==> config.mk <==
export PLATFORM = sky130hd
export DESIGN_NAME = cdio_top
export DESIGN_NICKNAME = d
export VERILOG_FILES = /design/src/rtl/cdio_pkg.sv /design/src/rtl/cdio_line.sv /design/src/rtl/cdio_top.sv
export SDC_FILE = /design/constraint.sdc
export NUM_CORES = 1
export LEC_CHECK = 0
export BUFFER_PORTS_ARGS = -buffer_cell sky130_fd_sc_hd__buf_4
export CAP_MARGIN = 20
export CORE_MARGIN = 5
export CORE_UTILIZATION = 59
export CTS_CLUSTER_DIAMETER = 30
export CTS_CLUSTER_SIZE = 10
export DETAILED_ROUTE_END_ITERATION = 16
export PLACE_DENSITY = 0.79
export SLEW_MARGIN = 20
export SYNTH_ARGS = -nofsm -noshare
export SYNTH_HDL_FRONTEND = slang
export SYNTH_HIERARCHICAL = 1
export SYNTH_SLANG_ARGS = --single-unit
==> constraint.sdc <==
create_clock -name pclk -period 2.4 [get_ports pclk]
set_input_delay 0.12 -clock pclk [delete_from_list [all_inputs] [get_ports pclk]]
set_output_delay 0.12 -clock pclk [all_outputs]
set_load 0.02 [all_outputs]
==> src/rtl/cdio_pkg.sv <==
// Constants, register map and types for the camera digital I/O line block.
// Assumes one APB clock domain; line inputs arrive synchronous to pclk.
// Operation
// Selector picks one physical or virtual line
// Physical line direction is input or output
// Per-line flag inverts input or output signal
// Read-only bit shows selected line level
// One word returns all line levels now
// Output line drives selected internal source
// Bit pick plus bit write updates one bit
// Whole user output word readable and writable
// Mask applied before whole-word write stored
// Only mask-one bits change on word write
// Inputs pass inversion before status reporting
package cdio_pkg;
  localparam int          CDIO_PHYS_LINES = 8;
  localparam int          CDIO_VIRT_LINES = 4;
  localparam int          CDIO_LINES      = CDIO_PHYS_LINES + CDIO_VIRT_LINES;
  localparam int          CDIO_SEL_W      = 4;
  localparam int          CDIO_SRC_W      = 4;
  localparam int          CDIO_NSRC       = 8;
  localparam int          CDIO_UOUT_W     = 8;
  localparam int          CDIO_UBIT_W     = 3;

  // Byte offsets of the APB registers
  localparam logic [11:0] CDIO_OFS_PIN_PICK    = 12'h000;
  localparam logic [11:0] CDIO_OFS_PIN_CFG     = 12'h004;
  localparam logic [11:0] CDIO_OFS_PIN_LEVEL   = 12'h008;
  localparam logic [11:0] CDIO_OFS_ALL_LEVELS  = 12'h00C;
  localparam logic [11:0] CDIO_OFS_SOFT_PICK   = 12'h010;
  localparam logic [11:0] CDIO_OFS_SOFT_LEVEL  = 12'h014;
  localparam logic [11:0] CDIO_OFS_SOFT_WORD   = 12'h018;
  localparam logic [11:0] CDIO_OFS_SOFT_MASK   = 12'h01C;

  // Field positions inside the per-line configuration word
  localparam int          CDIO_CFG_DIR_BIT     = 0;
  localparam int          CDIO_CFG_FLIP_BIT    = 1;
  localparam int          CDIO_CFG_SRC_LSB     = 4;

  // Values after reset
  localparam logic [CDIO_UOUT_W-1:0] CDIO_MASK_RST = 8'hFF;
  localparam logic [CDIO_SRC_W-1:0]  CDIO_SRC_RST  = 4'h0;

  // Output source codes: 0 selects a constant low, 1..8 pick a user output bit, 9..F internal
  localparam logic [CDIO_SRC_W-1:0]  CDIO_SRC_OFF   = 4'h0;
  localparam logic [CDIO_SRC_W-1:0]  CDIO_SRC_USER0 = 4'h1;
  localparam logic [CDIO_SRC_W-1:0]  CDIO_SRC_INT0  = 4'h9;

  typedef enum logic {CDIO_DIR_IN, CDIO_DIR_OUT} cdio_dir_t;
endpackage : cdio_pkg

==> src/rtl/cdio_line.sv <==
// One I/O line: polarity, direction and source routing.
// Assumes pin inputs are already synchronous to pclk.
`timescale 1ns/100ps
`default_nettype none
module cdio_line
  import cdio_pkg::*;
(
  input  wire logic                   pclk,
  input  wire logic                   presetn,
  input  wire logic                   is_phys,
  input  wire logic                   dir_out,
  input  wire logic                   flip,
  input  wire logic [CDIO_SRC_W-1:0]  src,
  input  wire logic [CDIO_UOUT_W-1:0] soft_word,
  input  wire logic [CDIO_NSRC-1:0]   int_sig,
  input  wire logic                   pin_in,
  output logic                        pin_out,
  output logic                        pin_oe,
  output logic                        level
);
  typedef struct packed {
    logic pin_out;
    logic pin_oe;
    logic level;
  } cdio_line_st_t;

  cdio_line_st_t st;
  cdio_line_st_t next_st;
  logic          raw;
  logic [CDIO_SRC_W-1:0] rel;

  // Source mux, then polarity; virtual lines never drive the connector
  always_comb begin
    rel = src - CDIO_SRC_USER0;
    raw = 1'b0;
    if (src == CDIO_SRC_OFF) begin
      raw = 1'b0;
    end else if (src < CDIO_SRC_INT0) begin
      raw = soft_word[rel[CDIO_UBIT_W-1:0]];
    end else begin
      rel = src - CDIO_SRC_INT0;
      raw = int_sig[rel[CDIO_UBIT_W-1:0]];
    end
    next_st.pin_oe  = dir_out & is_phys;
    next_st.pin_out = raw ^ flip;
    // Level seen by status is the inverted input or the driven output
    next_st.level   = next_st.pin_oe ? next_st.pin_out : (pin_in ^ flip);
  end

  // Registered so the pins come straight from flops
  always_ff @(posedge pclk or negedge presetn) begin
    if (!presetn) begin
      st <= '0;
    end else begin
      st <= next_st;
    end
  end

  assign pin_out = st.pin_out;
  assign pin_oe  = st.pin_oe;
  assign level   = st.level;

  chk_out_polarity: assert property (@(posedge pclk) disable iff (!presetn)
    (src == CDIO_SRC_OFF) |=> (pin_out == $past(flip)))
    else $error("line output polarity wrong");
  chk_virt_no_drive: assert property (@(posedge pclk) disable iff (!presetn)
    !is_phys |=> !pin_oe)
    else $error("virtual line drove the pin");
endmodule : cdio_line
`default_nettype wire

==> src/rtl/cdio_top.sv <==
// Digital I/O line block: APB registers, per-line config and user outputs.
// Assumes a single pclk domain; pin inputs synchronous; zero-wait APB slave.
`timescale 1ns/100ps
`default_nettype none
module cdio_top
  import cdio_pkg::*;
(
  input  wire logic                   pclk,
  input  wire logic                   presetn,
  input  wire logic                   psel,
  input  wire logic                   penable,
  input  wire logic                   pwrite,
  input  wire logic [11:0]            paddr,
  input  wire logic [31:0]            pwdata,
  input  wire logic [3:0]             pstrb,
  output logic                        pready,
  output logic                        pslverr,
  output logic [31:0]                 prdata,
  input  wire logic [CDIO_PHYS_LINES-1:0] pin_in,
  output logic [CDIO_PHYS_LINES-1:0]  pin_out,
  output logic [CDIO_PHYS_LINES-1:0]  pin_oe,
  input  wire logic [CDIO_VIRT_LINES-1:0] virt_in,
  output logic [CDIO_VIRT_LINES-1:0]  virt_out,
  input  wire logic [CDIO_NSRC-1:0]   int_sig,
  output logic [CDIO_UOUT_W-1:0]      soft_out
);
  typedef struct packed {
    logic [CDIO_SEL_W-1:0]               io_pin_pick;
    logic [CDIO_LINES-1:0]               io_pin_direction;
    logic [CDIO_LINES-1:0]               io_pin_polarity_flip;
    logic [CDIO_LINES-1:0][CDIO_SRC_W-1:0] io_pin_output_origin;
    logic [CDIO_UBIT_W-1:0]              soft_out_bit_pick;
    logic [CDIO_UOUT_W-1:0]              soft_out_word;
    logic [CDIO_UOUT_W-1:0]              soft_out_write_mask;
    logic [31:0]                         prdata;
    logic                                pslverr;
    logic                                pready;
  } cdio_st_t;

  cdio_st_t st;
  cdio_st_t next_st;
  logic [CDIO_LINES-1:0] line_in;
  logic [CDIO_LINES-1:0] line_out;
  logic [CDIO_LINES-1:0] line_oe;
  logic [CDIO_LINES-1:0] all_pins_level_word;
  logic                  wr;
  logic                  rd;
  logic                  sel_ok;
  logic [CDIO_SEL_W-1:0] pk;
  logic                  full_word;
  logic                  setup;

  assign line_in = {virt_in, pin_in};
  assign wr      = psel & penable & pwrite;
  assign rd      = psel & penable & ~pwrite;
  assign pk      = st.io_pin_pick;
  assign sel_ok  = (pk < CDIO_SEL_W'(CDIO_LINES));
  assign full_word = (pstrb == 4'hF);
  assign setup     = psel & ~penable; // Setup cycle of a transfer

  // One line cell per physical and virtual line
  generate
    for (genvar i = 0; i < CDIO_LINES; i++) begin : g_line
      cdio_line u_line (
        .pclk      (pclk),
        .presetn   (presetn),
        .is_phys   (i < CDIO_PHYS_LINES),
        .dir_out   (st.io_pin_direction[i]),
        .flip      (st.io_pin_polarity_flip[i]),
        .src       (st.io_pin_output_origin[i]),
        .soft_word (st.soft_out_word),
        .int_sig   (int_sig),
        .pin_in    (line_in[i]),
        .pin_out   (line_out[i]),
        .pin_oe    (line_oe[i]),
        .level     (all_pins_level_word[i])
      );
    end
  endgenerate

  // Register writes and read mux; a write needs all four strobes
  always_comb begin
    next_st         = st;
    next_st.pslverr = 1'b0;
    next_st.pready  = setup; // Zero-wait: ready stands through the access
    // Errors decided in setup so they stand beside pready in the access
    if (setup && pwrite) begin
      case (paddr)
        CDIO_OFS_PIN_PICK, CDIO_OFS_SOFT_PICK, CDIO_OFS_SOFT_LEVEL,
        CDIO_OFS_SOFT_WORD, CDIO_OFS_SOFT_MASK: begin
          next_st.pslverr = ~full_word;
        end
        CDIO_OFS_PIN_CFG: begin
          next_st.pslverr = ~full_word | ~sel_ok;
        end
        default: begin
          next_st.pslverr = 1'b1; // Unmapped or read-only
        end
      endcase
    end
    // State changes land at the access edge only
    if (wr && full_word) begin
      case (paddr)
        CDIO_OFS_PIN_PICK: begin
          next_st.io_pin_pick = pwdata[CDIO_SEL_W-1:0];
        end
        CDIO_OFS_PIN_CFG: begin
          if (sel_ok) begin
            next_st.io_pin_direction[pk]     = pwdata[CDIO_CFG_DIR_BIT];
            next_st.io_pin_polarity_flip[pk] = pwdata[CDIO_CFG_FLIP_BIT];
            next_st.io_pin_output_origin[pk] =
              pwdata[CDIO_CFG_SRC_LSB +: CDIO_SRC_W];
          end
        end
        CDIO_OFS_SOFT_PICK: begin
          next_st.soft_out_bit_pick = pwdata[CDIO_UBIT_W-1:0];
        end
        CDIO_OFS_SOFT_LEVEL: begin
          next_st.soft_out_word[st.soft_out_bit_pick] = pwdata[0];
        end
        CDIO_OFS_SOFT_WORD: begin
          // Masked merge: mask-zero bits keep their old value
          next_st.soft_out_word = (st.soft_out_word & ~st.soft_out_write_mask)
            | (pwdata[CDIO_UOUT_W-1:0] & st.soft_out_write_mask);
        end
        CDIO_OFS_SOFT_MASK: begin
          next_st.soft_out_write_mask = pwdata[CDIO_UOUT_W-1:0];
        end
        default: begin
          next_st.soft_out_word = st.soft_out_word; // Read-only or unmapped
        end
      endcase
    end
    // Read data latched in setup so it stands at the completing edge
    next_st.prdata = 32'h0000_0000;
    if (setup && !pwrite) begin
      case (paddr)
        CDIO_OFS_PIN_PICK: begin
          next_st.prdata[CDIO_SEL_W-1:0] = st.io_pin_pick;
        end
        CDIO_OFS_PIN_CFG: begin
          if (sel_ok) begin
            next_st.prdata[CDIO_CFG_DIR_BIT]  = st.io_pin_direction[pk];
            next_st.prdata[CDIO_CFG_FLIP_BIT] = st.io_pin_polarity_flip[pk];
            next_st.prdata[CDIO_CFG_SRC_LSB +: CDIO_SRC_W] = st.io_pin_output_origin[pk];
          end
        end
        CDIO_OFS_PIN_LEVEL: begin
          if (sel_ok) begin
            next_st.prdata[0] = all_pins_level_word[pk];
          end
        end
        CDIO_OFS_ALL_LEVELS: begin
          next_st.prdata[CDIO_LINES-1:0] = all_pins_level_word;
        end
        CDIO_OFS_SOFT_PICK: begin
          next_st.prdata[CDIO_UBIT_W-1:0] = st.soft_out_bit_pick;
        end
        CDIO_OFS_SOFT_LEVEL: begin
          next_st.prdata[0] = st.soft_out_word[st.soft_out_bit_pick];
        end
        CDIO_OFS_SOFT_WORD: begin
          next_st.prdata[CDIO_UOUT_W-1:0] = st.soft_out_word;
        end
        CDIO_OFS_SOFT_MASK: begin
          next_st.prdata[CDIO_UOUT_W-1:0] = st.soft_out_write_mask;
        end
        default: begin
          next_st.pslverr = 1'b1;
        end
      endcase
    end
  end

  // Reset: all lines inputs, no inversion, mask fully open
  always_ff @(posedge pclk or negedge presetn) begin
    if (!presetn) begin
      st                     <= '0;
      st.soft_out_write_mask <= CDIO_MASK_RST;
    end else begin
      st <= next_st;
    end
  end

  // Zero-wait slave: ready, data and error all registered in setup
  assign pready   = st.pready;
  assign prdata   = st.prdata;
  assign pslverr  = st.pslverr;
  assign pin_out  = line_out[CDIO_PHYS_LINES-1:0];
  assign pin_oe   = line_oe[CDIO_PHYS_LINES-1:0];
  assign virt_out = line_out[CDIO_LINES-1:CDIO_PHYS_LINES];
  assign soft_out = st.soft_out_word;

  chk_bit_write: assert property (@(posedge pclk) disable iff (!presetn)
    (wr && full_word && paddr == CDIO_OFS_SOFT_LEVEL) |=>
    (soft_out[$past(st.soft_out_bit_pick)] == $past(pwdata[0])))
    else $error("single bit write lost");
  chk_mask_keep: assert property (@(posedge pclk) disable iff (!presetn)
    (wr && full_word && paddr == CDIO_OFS_SOFT_WORD) |=>
    ((soft_out & ~$past(st.soft_out_write_mask)) ==
     ($past(soft_out) & ~$past(st.soft_out_write_mask))))
    else $error("masked bit changed");
  chk_mask_apply: assert property (@(posedge pclk) disable iff (!presetn)
    (wr && full_word && paddr == CDIO_OFS_SOFT_WORD) |=>
    ((soft_out & $past(st.soft_out_write_mask)) ==
     ($past(pwdata[CDIO_UOUT_W-1:0]) & $past(st.soft_out_write_mask))))
    else $error("unmasked bit not written");
  // Read checks sit in the access cycle, where the master takes the data
  chk_word_read: assert property (@(posedge pclk) disable iff (!presetn)
    (rd && paddr == CDIO_OFS_SOFT_WORD) |->
    (prdata[CDIO_UOUT_W-1:0] == soft_out))
    else $error("word readback wrong");
  chk_all_levels: assert property (@(posedge pclk) disable iff (!presetn)
    (rd && paddr == CDIO_OFS_ALL_LEVELS) |->
    (prdata[CDIO_LINES-1:0] == $past(all_pins_level_word)))
    else $error("all-levels read wrong");
  chk_pick_level: assert property (@(posedge pclk) disable iff (!presetn)
    (rd && paddr == CDIO_OFS_PIN_LEVEL && sel_ok) |->
    (prdata[0] == $past(all_pins_level_word[pk])))
    else $error("selected level read wrong");
  chk_in_flip: assert property (@(posedge pclk) disable iff (!presetn)
    (!st.io_pin_direction[0] && $stable(st.io_pin_polarity_flip[0])) |=>
    (all_pins_level_word[0] == ($past(pin_in[0]) ^ $past(st.io_pin_polarity_flip[0]))))
    else $error("input inversion wrong");
  chk_pick_store: assert property (@(posedge pclk) disable iff (!presetn)
    (wr && full_word && paddr == CDIO_OFS_PIN_PICK) |=>
    (st.io_pin_pick == $past(pwdata[CDIO_SEL_W-1:0])))
    else $error("line pick not stored");
  chk_dir_drive: assert property (@(posedge pclk) disable iff (!presetn)
    (st.io_pin_direction[0] && $stable(st.io_pin_direction[0])) |=> pin_oe[0])
    else $error("output line not driven");

  cov_word_write: cover property (@(posedge pclk) wr && paddr == CDIO_OFS_SOFT_WORD);
  cov_bit_write:  cover property (@(posedge pclk) wr && paddr == CDIO_OFS_SOFT_LEVEL);
  cov_level_read: cover property (@(posedge pclk) rd && paddr == CDIO_OFS_ALL_LEVELS);
  cov_out_line:   cover property (@(posedge pclk) pin_oe != '0);
endmodule : cdio_top
`default_nettype wire

Yosys cells after proc, flatten, opt, wreduce, memory -nomap -nowiden

Index checks and enable logic that the tools add are counted.

Bitwise logic cells: 35
Equality and inequality tests: 8
Magnitude comparators: 41
Reductions and logical operators: 27
Mux-type cells: 114
Add/sub/neg operators: 24

Operators with widths:

| operator                                                                      | number |
|---|---|
| 3-bit by 4-bit less-than comparator with 1-bit output (second input constant) | 25 |
| 1-bit binary-select mux with 3-bit select                                     | 25 |
| 3-bit by 1-bit subtractor with 3-bit output (second input constant)           | 24 |
| 1-bit two-way mux                                                             | 65 |
| 4-bit less-than comparator (second input constant)                            | 13 |
| 48-bit bitwise mux                                                            | 1 |
| 12-bit by 5-bit equality test with 1-bit output (second input constant)       | 4 |
| 4-bit zero test                                                               | 12 |
| 12-bit bitwise mux                                                            | 2 |
| 12-bit by 4-bit equality test with 1-bit output (second input constant)       | 2 |
| 1-bit XOR                                                                     | 24 |
| 8-bit bitwise AND                                                             | 2 |
| 4-bit binary-select mux with 4-bit select                                     | 1 |
| 4-bit demux with 4-bit select                                                 | 1 |
| 4-bit two-way mux                                                             | 4 |
| 4-bit case mux with 4 select lines                                            | 1 |
| 8-bit case mux with 2 select lines                                            | 1 |
| 13-bit two-way mux                                                            | 1 |
| 1-bit binary-select mux with 4-bit select                                     | 3 |
| 12-bit by 3-bit equality test with 1-bit output (second input constant)       | 1 |
| 12-bit zero test                                                              | 1 |
| 8-bit bitwise mux                                                             | 1 |
| 8-bit inverter                                                                | 1 |
| 8-bit bitwise OR                                                              | 1 |
| other kinds (22)                                                              | 33 |

Input port bits: 73
Output and inout port bits: 62
Bits in registers: 141

Depth between registers and ports, before layout

Gate-level depths: netlist of run 1.

Word-level depth: 7
Depth in mapped cells: 8

Modules after synthesis

Netlist of run 1, hierarchy kept.

By module, submodules not included:

| module    | area each (sq um) | cells an instance | times used | seq. area each (sq um) |
|---|---|---|---|---|
| cdio_top  | 5,935.7           | 494               | 1          | 2,737.6 |
| cdio_line | 331.6             | 29                | 12         | 75.1 |

Worst setup path after synthesis of run 1

Ideal clock, no wire load.

Kind: input to register
Start: input port paddr[9]
End: register with a tool-made name
Stages: 6
Setup slack: 385 ps
Data arrival time: 1,888 ps
Setup time: 128 ps
Cell sequence: or4_1 > buf_2 > or4_1 > buf_2 > a21oi_2 > mux2_1

RTL lines:

| item               | RTL line       | RTL |
|---|---|---|
| start: declaration | cdio_top.sv:13 | `input wire logic [11:0] paddr,` |

==> results.md, run 1 <==
- CP Capture Type: register
- Final cell count without fillers: about 1200
- Die X-Extent: roughly 140 um
- Placed cells: roughly 1100
- # hold bufs at CTS: 5
- Row Count: 47
- Drt via density: between 6 and 7
- Switching share of power: 0.251
- Io pins: 135
- GRT busiest layer: met2
- Synth-to-layout area growth: 14.2%
- Starting Density: 0.596
- Quantity of gates resized following cts: 0
- GRT overflow: 0
- # DRC: 0
- Power Dens Cells: between 500 and 600 nW/um^2
- Clock Latency Late Sink: 0.44 ns
- Critical path peak fanout: 16
- Leak pwr: around 4.7 nW
- Seq pwr share: 0.427
- Max Clock Freq: 474 MHz
- WHS: 0.0622 ns
- Post-detail-place hpwl: 17600 um
- Peak supply drop: between 0.5 and 0.6 mV
- Net Switching: 1.41 mW
- Num CTS Buffers: 17
- Slowest Stage Delay on Critical Path: 0.67 ns
- Final ANT Viol Nets: 0
- Via count: 7479
- Pint: 4.21 mW
- WP data required: 2.69 ns
- CP cell instances: mux2i_1 -> o21ai_0 -> nor4b_1 -> a2111oi_0 -> a31oi_1
- Combinational Power Share: 0.057
- Post-CTS Setup Bufs: 0
- Final Cell Area: 11200 um^2
- Relative slew margins: 0.479
- Core area: between 15000 and 20000 um^2
- TritonRoute pass-1 iters: 5
- # setup viols final: 0
- Vias in the first global route: 7289
- Placer congestion estimate: 0.958
- WL/cell: between 20 and 25 um
- Share of layout cells above drive strength 1: 0.375
- Worst Tran Pin Value: ~0.78 ns
- Slowest CP cell: dfrtp_1
- Pre-CTS setup slack: approximately 0.14 ns
- Hold Vio Cnt, Final: 0
- Clk pin slew, worst setup/hold paths: 0.07 ns
- Max-slew violation count: 0
- Delay-heaviest family, CP: compound AO/OA/AOI/OAI gates
- Period utilisation layout: 0.879
- Worst Slack Setup Final: between 0.2 and 0.3 ns
- Worst path bufs/invs: 0
- IO Port Bufs: 90
- Post-DP Area: 10500 um^2
- Syn. warnings: 6
- Largest net degree at the start of global routing: 142
- Die ar.: 19300 um^2
- Met3 GRT Util: 0.0693
- First-pass GRT wire length: 40900 um
- RSZ-0062 raised after global routing: no
- Ant. Diodes: 0
- Total Routing Usage GR: 0.271
- MaxCap Viol Count: 0
- CTS tree: built
- Clock Tree Root: clkbuf_16
- Initial drt markers: 989
- CP Data Arrival Time: 2.40 ns
- Met1 Use GR: 0.371
- Status: finished, final reports clean
- Clock sink count: 141
- Fin Setup TNS: 0 ns
- Worst Skew: 0.00963 ns
- Max Buffers Root-to-Sink: 2
- Syn avg cell area: 11.7 um^2
- Final #Nets: 1017
- Die Y: 139 um
- Setup CP Type: reg -> reg
- Clock network fraction of total power: 0.517
- Post-Syn Area: 9810 um^2
- Met2 GRT Util: 0.428
- Cell count after synthesis: approximately 840
- Antenna violations before repair: 0
- Min Tclk post-route: 2.11 ns
- Routed Wire Length: 26100 um
- Hold WC Path Type: in -> reg
- # H-tree levels: 4
- Startpoint types: register
[power groups by stage]
stage | combinational (mW) | sequential (mW) | clock, mW
3_5_place_dp | 0.308 | 2.44 | 0
3_3_place_gp | 0.300 | 2.44 | 0
4_1_cts | 0.316 | 2.40 | 2.92
2_1_floorplan | 0.146 | 2.44 | 0
5_1_grt | 0.340 | 2.40 | 3.04
6_report | 0.318 | 2.40 | 2.90
[area by class of cell]
type,count,area (um^2)
clock inverters,15,221
repair buffers,120,967
fillers,1194,5260
multi-input cells,606,5650
clock buffers,17,425
well taps,220,275
inverters,34,128
flip-flops and latches,141,3540
[placed cells by master, fill, tap and decap left out, types with 15 or more instances in the layout]
cell       instances
clkbuf_16         17
mux4_1            24
ha_1              24
mux4_2            43
conb_1            32
buf_4            110
nand2_1           62
a31oi_1           22
a21oi_1           41
nand2b_1          15
xnor2_1           25
nor3_1            20
inv_1             33
dfrtp_1          133
mux2_2            90
[through the flow]
stage	utilization	total power [mW]
final	0.681	5.62
after global routing	0.681	5.78
after CTS	0.681	5.64
after detailed placement	0.638	2.75
after global placement	0.638	2.74
after floorplan	-	2.59
[sequential cells by signal, indices dropped and copies added (netlist names), named ones only]
signal / count
st: 83
g_line.u_line/level: 12
g_line.u_line/pin_out: 12
prdata: 12
g_line.u_line/pin_oe: 8
pk: 4
pready: 1
pslverr: 1
[per-layer routing]
| metal | vias to the layer above | wire length (um) |
|---|---|---|
| met5 | - | 0 |
| met4 | 0 | 685 |
| met3 | 65 | 2710 |
| met2 | 443 | 12500 |
| met1 | 3737 | 10100 |
| li1 | 3234 | - |
[tightest hold or removal path: stages]
cell and delay, ns:
buf_4 0.07, and2b_1 0.11, a31oi_1 0.04, xnor2_1 0.11
[final timing paths]
check,slack (ns),cells after the start,end,startpoint
max reg2reg,0.29,5,prdata[0],register
min in group asynchronous,0.36,3,st[63],presetn
max,0.29,5,prdata[0],register
min,0.06,4,g_line[2].u_line/level,pin_in[2]
max in group asynchronous,1.50,3,g_line[5].u_line/level,presetn
min reg2reg,0.47,1,prdata[10],g_line[10].u_line/level
No activity file was read; power rests on OpenSTA's default activity.
==> run 2, diff against run 1 <==
==> constraint.sdc (replaced) <==
create_clock -name pclk -period 2.4 [get_ports pclk]
set_input_delay 0.36 -clock pclk [delete_from_list [all_inputs] [get_ports pclk]]
set_output_delay 0.36 -clock pclk [all_outputs]
set_load 0.02 [all_outputs]
==> run 2 against run 1 <==
Against the previous run:
- combinational power shrank 1%
- flip-flop and latch count stayed put
- total power down 2.9%
- final cell count grew 0.26%
- first-iteration DRC count shrank 20%
- non-clock buffer count rose by 3
- register-to-register slack got worse by 0.02 ns
==> results.md, run 2 (synthesized netlist as in run 1, its figures left out) <==
- CP cell instances: inv_1 -> ha_1 -> mux4_2 -> a211oi_1 -> nor3_1 -> a31oi_1 -> xnor2_1
- Met1 Use GR: 0.356
- Quantity of gates resized following cts: 0
- Clk pin slew, worst setup/hold paths: ~0.060 ns
- First-pass GRT wire length: 40200 um
- Num CTS Buffers: 17
- CTS tree: built
- Io pins: ~140
- Startpoint types: register
- Worst Skew: 0.0113 ns
- Hold Vio Cnt, Final: 0
- Worst R2R Path Depth: 7
- Commonest non-fill, non-tap cell in the layout: dfrtp_1
- Worst Slack Setup Final: 0.271 ns
- RSZ-0062 raised after global routing: no
- Peak supply drop: 0.486 mV
- Hold WC Path Type: in -> reg
- Area of the multi-input gates: 5650 um^2
- Clock Tree Root: clkbuf_16
- Die Y: about 140 um
- Power Dens Cells: 487 nW/um^2
- Status: finished, final reports clean
- Clock sink count: 141
- Fill count: 1213
- Vias in the first global route: 7367
- Max-slew violation count: 0
- Antenna violations before repair: 0
- Slowest CP cell: dfrtp_1
- Min Tclk post-route: 2.13 ns
- GRT busiest layer: met2
- MaxCap Viol Count: 0
- Starting Density: 0.596
- Met2 GRT Util: 0.423
- # DRC: 0
- Max reg flops: 83
- # setup viols final: 0
- Critical path peak fanout: 7
- Drt via density: 6.38
- Max Clock Freq: about 470 MHz
- Final ANT Viol Nets: 0
- Final #Nets: 1020
- Register area: 3540 um^2
- Met3 GRT Util: 0.0610
- Clock Latency Late Sink: roughly 0.44 ns
- Max Buffers Root-to-Sink: 2
- Leak pwr: between 4 and 5 nW
- Slowest Stage Delay on Critical Path: 0.53 ns
- TritonRoute pass-1 iters: 8
- Relative slew margins: 0.480
- Die X-Extent: 139 um
- Share of layout cells above drive strength 1: 0.381
- Fin Setup TNS: 0 ns
- GRT overflow: 0
- Min-delay src: penable
- # hold bufs at CTS: 1
- Final Cell Area: 11200 um^2
- Routed Wire Length: 25400 um
- CP Data Arrival Time: 2.44 ns
- Synth-to-layout area growth: 14.2%
- IO Port Bufs: 90
- Period utilisation layout: 0.887
- Hold path endpoint: pready
- Total Routing Usage GR: 0.266
- Core area: 16500 um^2
- Die ar.: 19300 um^2
- Worst path bufs/invs: 1
- Largest net degree at the start of global routing: 58
- Ant. Diodes: 0
- R2r setup slk: 0.27 ns
- Via count: 7380
- Worst R2R End: g_line[0].u_line/level
- Post-detail-place hpwl: 17600 um
- Top reg by flops: st
- Post-DP Area: 10600 um^2
- Setup CP Type: reg -> reg
- Placer congestion estimate: 0.932
- Post-CTS Setup Bufs: 0
- WP data required: 2.71 ns
- WHS: 0.111 ns
- Row Count: 47
- Worst Tran Pin Value: ~0.78 ns
- Worst flop-to-flop path startpoint: st[53]
- # H-tree levels: 4
- Most frequent cells in the layout: 133 x dfrtp_1, 116 x buf_4, 90 x mux2_2
- CP Capture Type: register
- Delay-heaviest family, CP: flip-flops
- Worst Setup SP: st[53]
- Initial drt markers: 787
- Pre-CTS setup slack: 0.0521 ns
- Hold Crit Depth: 2
- WL/cell: 21.9 um
[run 2: how the worst max path moves through the flow]
stage                        endpoint  slack (ns)  cells after the start
6_report       g_line[0].u_line/level        0.27                      7
5_1_grt        g_line[6].u_line/level         0.1                      7
4_1_cts        g_line[6].u_line/level        0.29                      7
3_5_place_dp                 register        0.05                      6
3_3_place_gp                 register        0.06                      6
2_1_floorplan                register        0.14                      6
[run 2: final cells by class]
class                           instances  area share
Inverter                               34      0.0114
Clock inverter                         15      0.0175
Clock buffer                           17      0.0380
Multi-Input combinational cell        606       0.504
Tap cell                              220      0.0246
Timing Repair Buffer                  123      0.0885
Sequential cell                       141       0.316
[run 2: layer usage]
metal	wire [um]	up-vias	part of all wire
li1	-	3242	-
met1	10100	3652	0.40
met2	12100	421	0.48
met3	2470	65	0.097
met4	733	0	0.029
met5	0	-	0
[run 2: through the flow]
step / util / total power [mW] / instances
floorplan: - / 2.59 / 868
CTS: 0.681 / 5.49 / 1156
finish: 0.681 / 5.45 / 1156
detailed placement: 0.642 / 2.75 / 1123
global route: 0.681 / 5.63 / 1156
global placement: 0.642 / 2.75 / 1123
[run 2: report_power, final]
part,internal (mW),leakage (nW),switching (mW)
Combinational,0.118,2.49,0.196
Sequential,2.39,1.89,0.00839
Clock,1.59,0.298,1.15
Total,4.09,4.68,1.36
[run 2: worst reg2reg max path, delay by kind of cell, from the launching register on]
kind / cells / cell delay [ns]
XOR/XNOR: 1 / 0.15
multiplexers: 1 / 0.25
adder cells (fa/ha/maj): 1 / 0.37
AND/OR/NAND/NOR: 1 / 0.38
flip-flops: 1 / 0.53
buffers and inverters: 1 / 0.13
AO/OA/AOI/OAI: 2 / 0.22
==> run 3, diff against run 2 <==
--- a/config.mk
+++ b/config.mk
@@ -5,10 +5,11 @@
 export SDC_FILE = /design/constraint.sdc
 export NUM_CORES = 1
 export LEC_CHECK = 0
+export ABC_AREA = 1
 export BUFFER_PORTS_ARGS = -buffer_cell sky130_fd_sc_hd__buf_4
 export CAP_MARGIN = 20
 export CORE_MARGIN = 5
-export CORE_UTILIZATION = 59
+export CORE_UTILIZATION = 60
 export CTS_CLUSTER_DIAMETER = 30
 export CTS_CLUSTER_SIZE = 10
 export DETAILED_ROUTE_END_ITERATION = 16
==> run 3 against run 2 <==
Against the previous run:
- non-clock buffer count increased by 19
- core utilization increased by 1.7 points
- clock skew decreased by 0.00078 ns
- synthesized cell count increased by 110%
- critical endpoint is now g_line[7].u_line/level
==> results.md, run 3 <==
- Status: finished, final reports clean
- Max-slew violation count: 0
- CP dominant cell by count: nand3_1
- Setup CP Type: reg -> reg
- Power Dens Cells: approximately 440 nW/um^2
- Num CTS Buffers: 17
- Startpoint types: register
- Die ar.: 21300 um^2
- Largest net degree at the start of global routing: 55
- Cell count after synthesis: about 1700
- CP Capture Type: register
- Clk pin slew, worst setup/hold paths: 0.07 ns
- Die Y: 146 um
- CTS tree: built
- R2r setup slk: 0.49 ns
- Min-delay src: penable
- # hold bufs at CTS: 1
- Starting Density: 0.613
- Routed Wire Length: between 30000 and 40000 um
- Met1 Use GR: 0.436
- Period utilisation layout: 0.795
- TritonRoute pass-1 iters: 6
- Max Clock Freq: about 520 MHz
- WL/cell: between 15 and 20 um
- Relative slew margins: 0.591
- # DRC: 0
- Antenna violations before repair: 0
- Post-Syn Area: 11100 um^2
- Fin Setup TNS: 0 ns
- Commonest non-fill, non-tap cell in the layout: nand2_1
- Io pins: 135
- Most frequent cells in the layout: 672 x nand2_1, 264 x inv_1, 263 x nand3_1
- GRT busiest layer: met2
- Hold Crit Depth: 2
- Leak pwr: slightly above 7 nW
- Via count: 11400
- Peak supply drop: 0.415 mV
- Core area: 18100 um^2
- Max Buffers Root-to-Sink: 2
- Clock Tree Root: clkbuf_16
- Met3 GRT Util: 0.0654
- IO Port Bufs: 90
- Clock sink count: between 100 and 150
- Ant. Diodes: 0
- Min Tclk post-route: 1.91 ns
- Final ANT Viol Nets: 0
- # H-tree levels: 4
- Drt via density: 5.46
- Placer congestion estimate: 0.995
- Vias in the first global route: 10600
- WP data required: 2.70 ns
- Hold Vio Cnt, Final: 0
- First-pass GRT wire length: 54700 um
- Post-CTS Setup Bufs: 0
- MaxCap Viol Count: 0
- Die X-Extent: 146 um
- Initial drt markers: 1114
- Quantity of gates resized following cts: 0
- Hold path endpoint: pready
- Syn. warnings: 6
- Final #Nets: 1944
- Fin util: 0.698
- Synth-to-layout area growth: 13.7%
- Syn avg cell area: 6.35 um^2
- Worst R2R End: g_line[7].u_line/level
- Worst flop-to-flop path startpoint: st[81]
- CP Data Arrival Time: between 2 and 2.5 ns
- Slowest Stage Delay on Critical Path: 0.45 ns
- CP cell instances: inv_8 -> ha_1 -> inv_1 -> nand3_1 -> nand3_1 -> nand3_1 -> nand2_1 -> nand3_1 -> nand3_1 -> nand2_1
- Top reg by flops: st
- Share of layout cells above drive strength 1: 0.139
- Post-detail-place hpwl: 24300 um
- GRT overflow: 0
- Row Count: about 50
- Total Routing Usage GR: 0.324
- Met2 GRT Util: 0.504
- RSZ-0062 raised after global routing: no
- # setup viols final: 0
- Critical path peak fanout: 9
- Hold WC Path Type: in -> reg
- Clock Latency Late Sink: between 0.4 and 0.5 ns
- Slowest CP cell: dfrtp_1
- Worst Skew: 0.0105 ns
- Worst R2R Path Depth: 10
- Max reg flops: 83
- Worst Tran Pin Value: just over 0.6 ns
[run 3: final cells by class]
cell class	instances	area, um^2
Clock buffer	19	443
Clock inverter	12	163
Fill cell	1589	5470
Inverter	280	1140
Multi-Input combinational cell	1265	5890
Sequential cell	141	3540
Tap cell	229	287
Timing Repair Buffer	142	1160
[run 3: where the power goes]
part,leakage (nW),switching (mW),internal [mW]
sequential,1.89,0.0101,2.39
combinational,5.10,0.261,0.114
clock,0.290,1.08,1.67
[run 3: routing by layer]
| metal | up-vias | part of all wire |
|---|---|---|
| met2 | 597 | 0.44 |
| met4 | 0 | 0.055 |
| met1 | 5159 | 0.40 |
| met5 | - | 0 |
| li1 | 5513 | - |
| met3 | 137 | 0.10 |
[run 3: worst max-delay path, delay by kind of cell, from the launching register on]
kind,cells,cell delay [ns]
and+or+nand+nor,7,0.74
DFF,1,0.45
adders and majority gates,1,0.37
buffers and inverters,2,0.22
[run 3: stage by stage]
stage                     power, mW  hold slack (ns)  setup slack [ns]  area [um^2]  instances
after CTS                      5.54            0.109             0.508        12600       2088
after floorplan                2.62           0.0644             0.774        11200       1777
after global routing           5.69            0.121             0.373        12600       2088
final                          5.52            0.119             0.493        12600       2088
after detailed placement       2.81            0.378             0.248        12000       2056
after global placement         2.80            0.375             0.290        12000       2056
[run 3: worst max-delay path by stage]
| stage | from | end | slack (ns) | depth (start not counted) |
|---|---|---|---|---|
| final | st[81] | g_line[7].u_line/level | 0.49 | 10 |
| after global routing | pk[1] | st[53] | 0.37 | 7 |
| after CTS | st[81] | g_line[7].u_line/level | 0.51 | 10 |
| after detailed placement | pstrb[3] | st[106] | 0.25 | 12 |
| after global placement | pstrb[3] | st[81] | 0.29 | 12 |
| after floorplan | st[53] | g_line[0].u_line/pin_out | 0.77 | 10 |
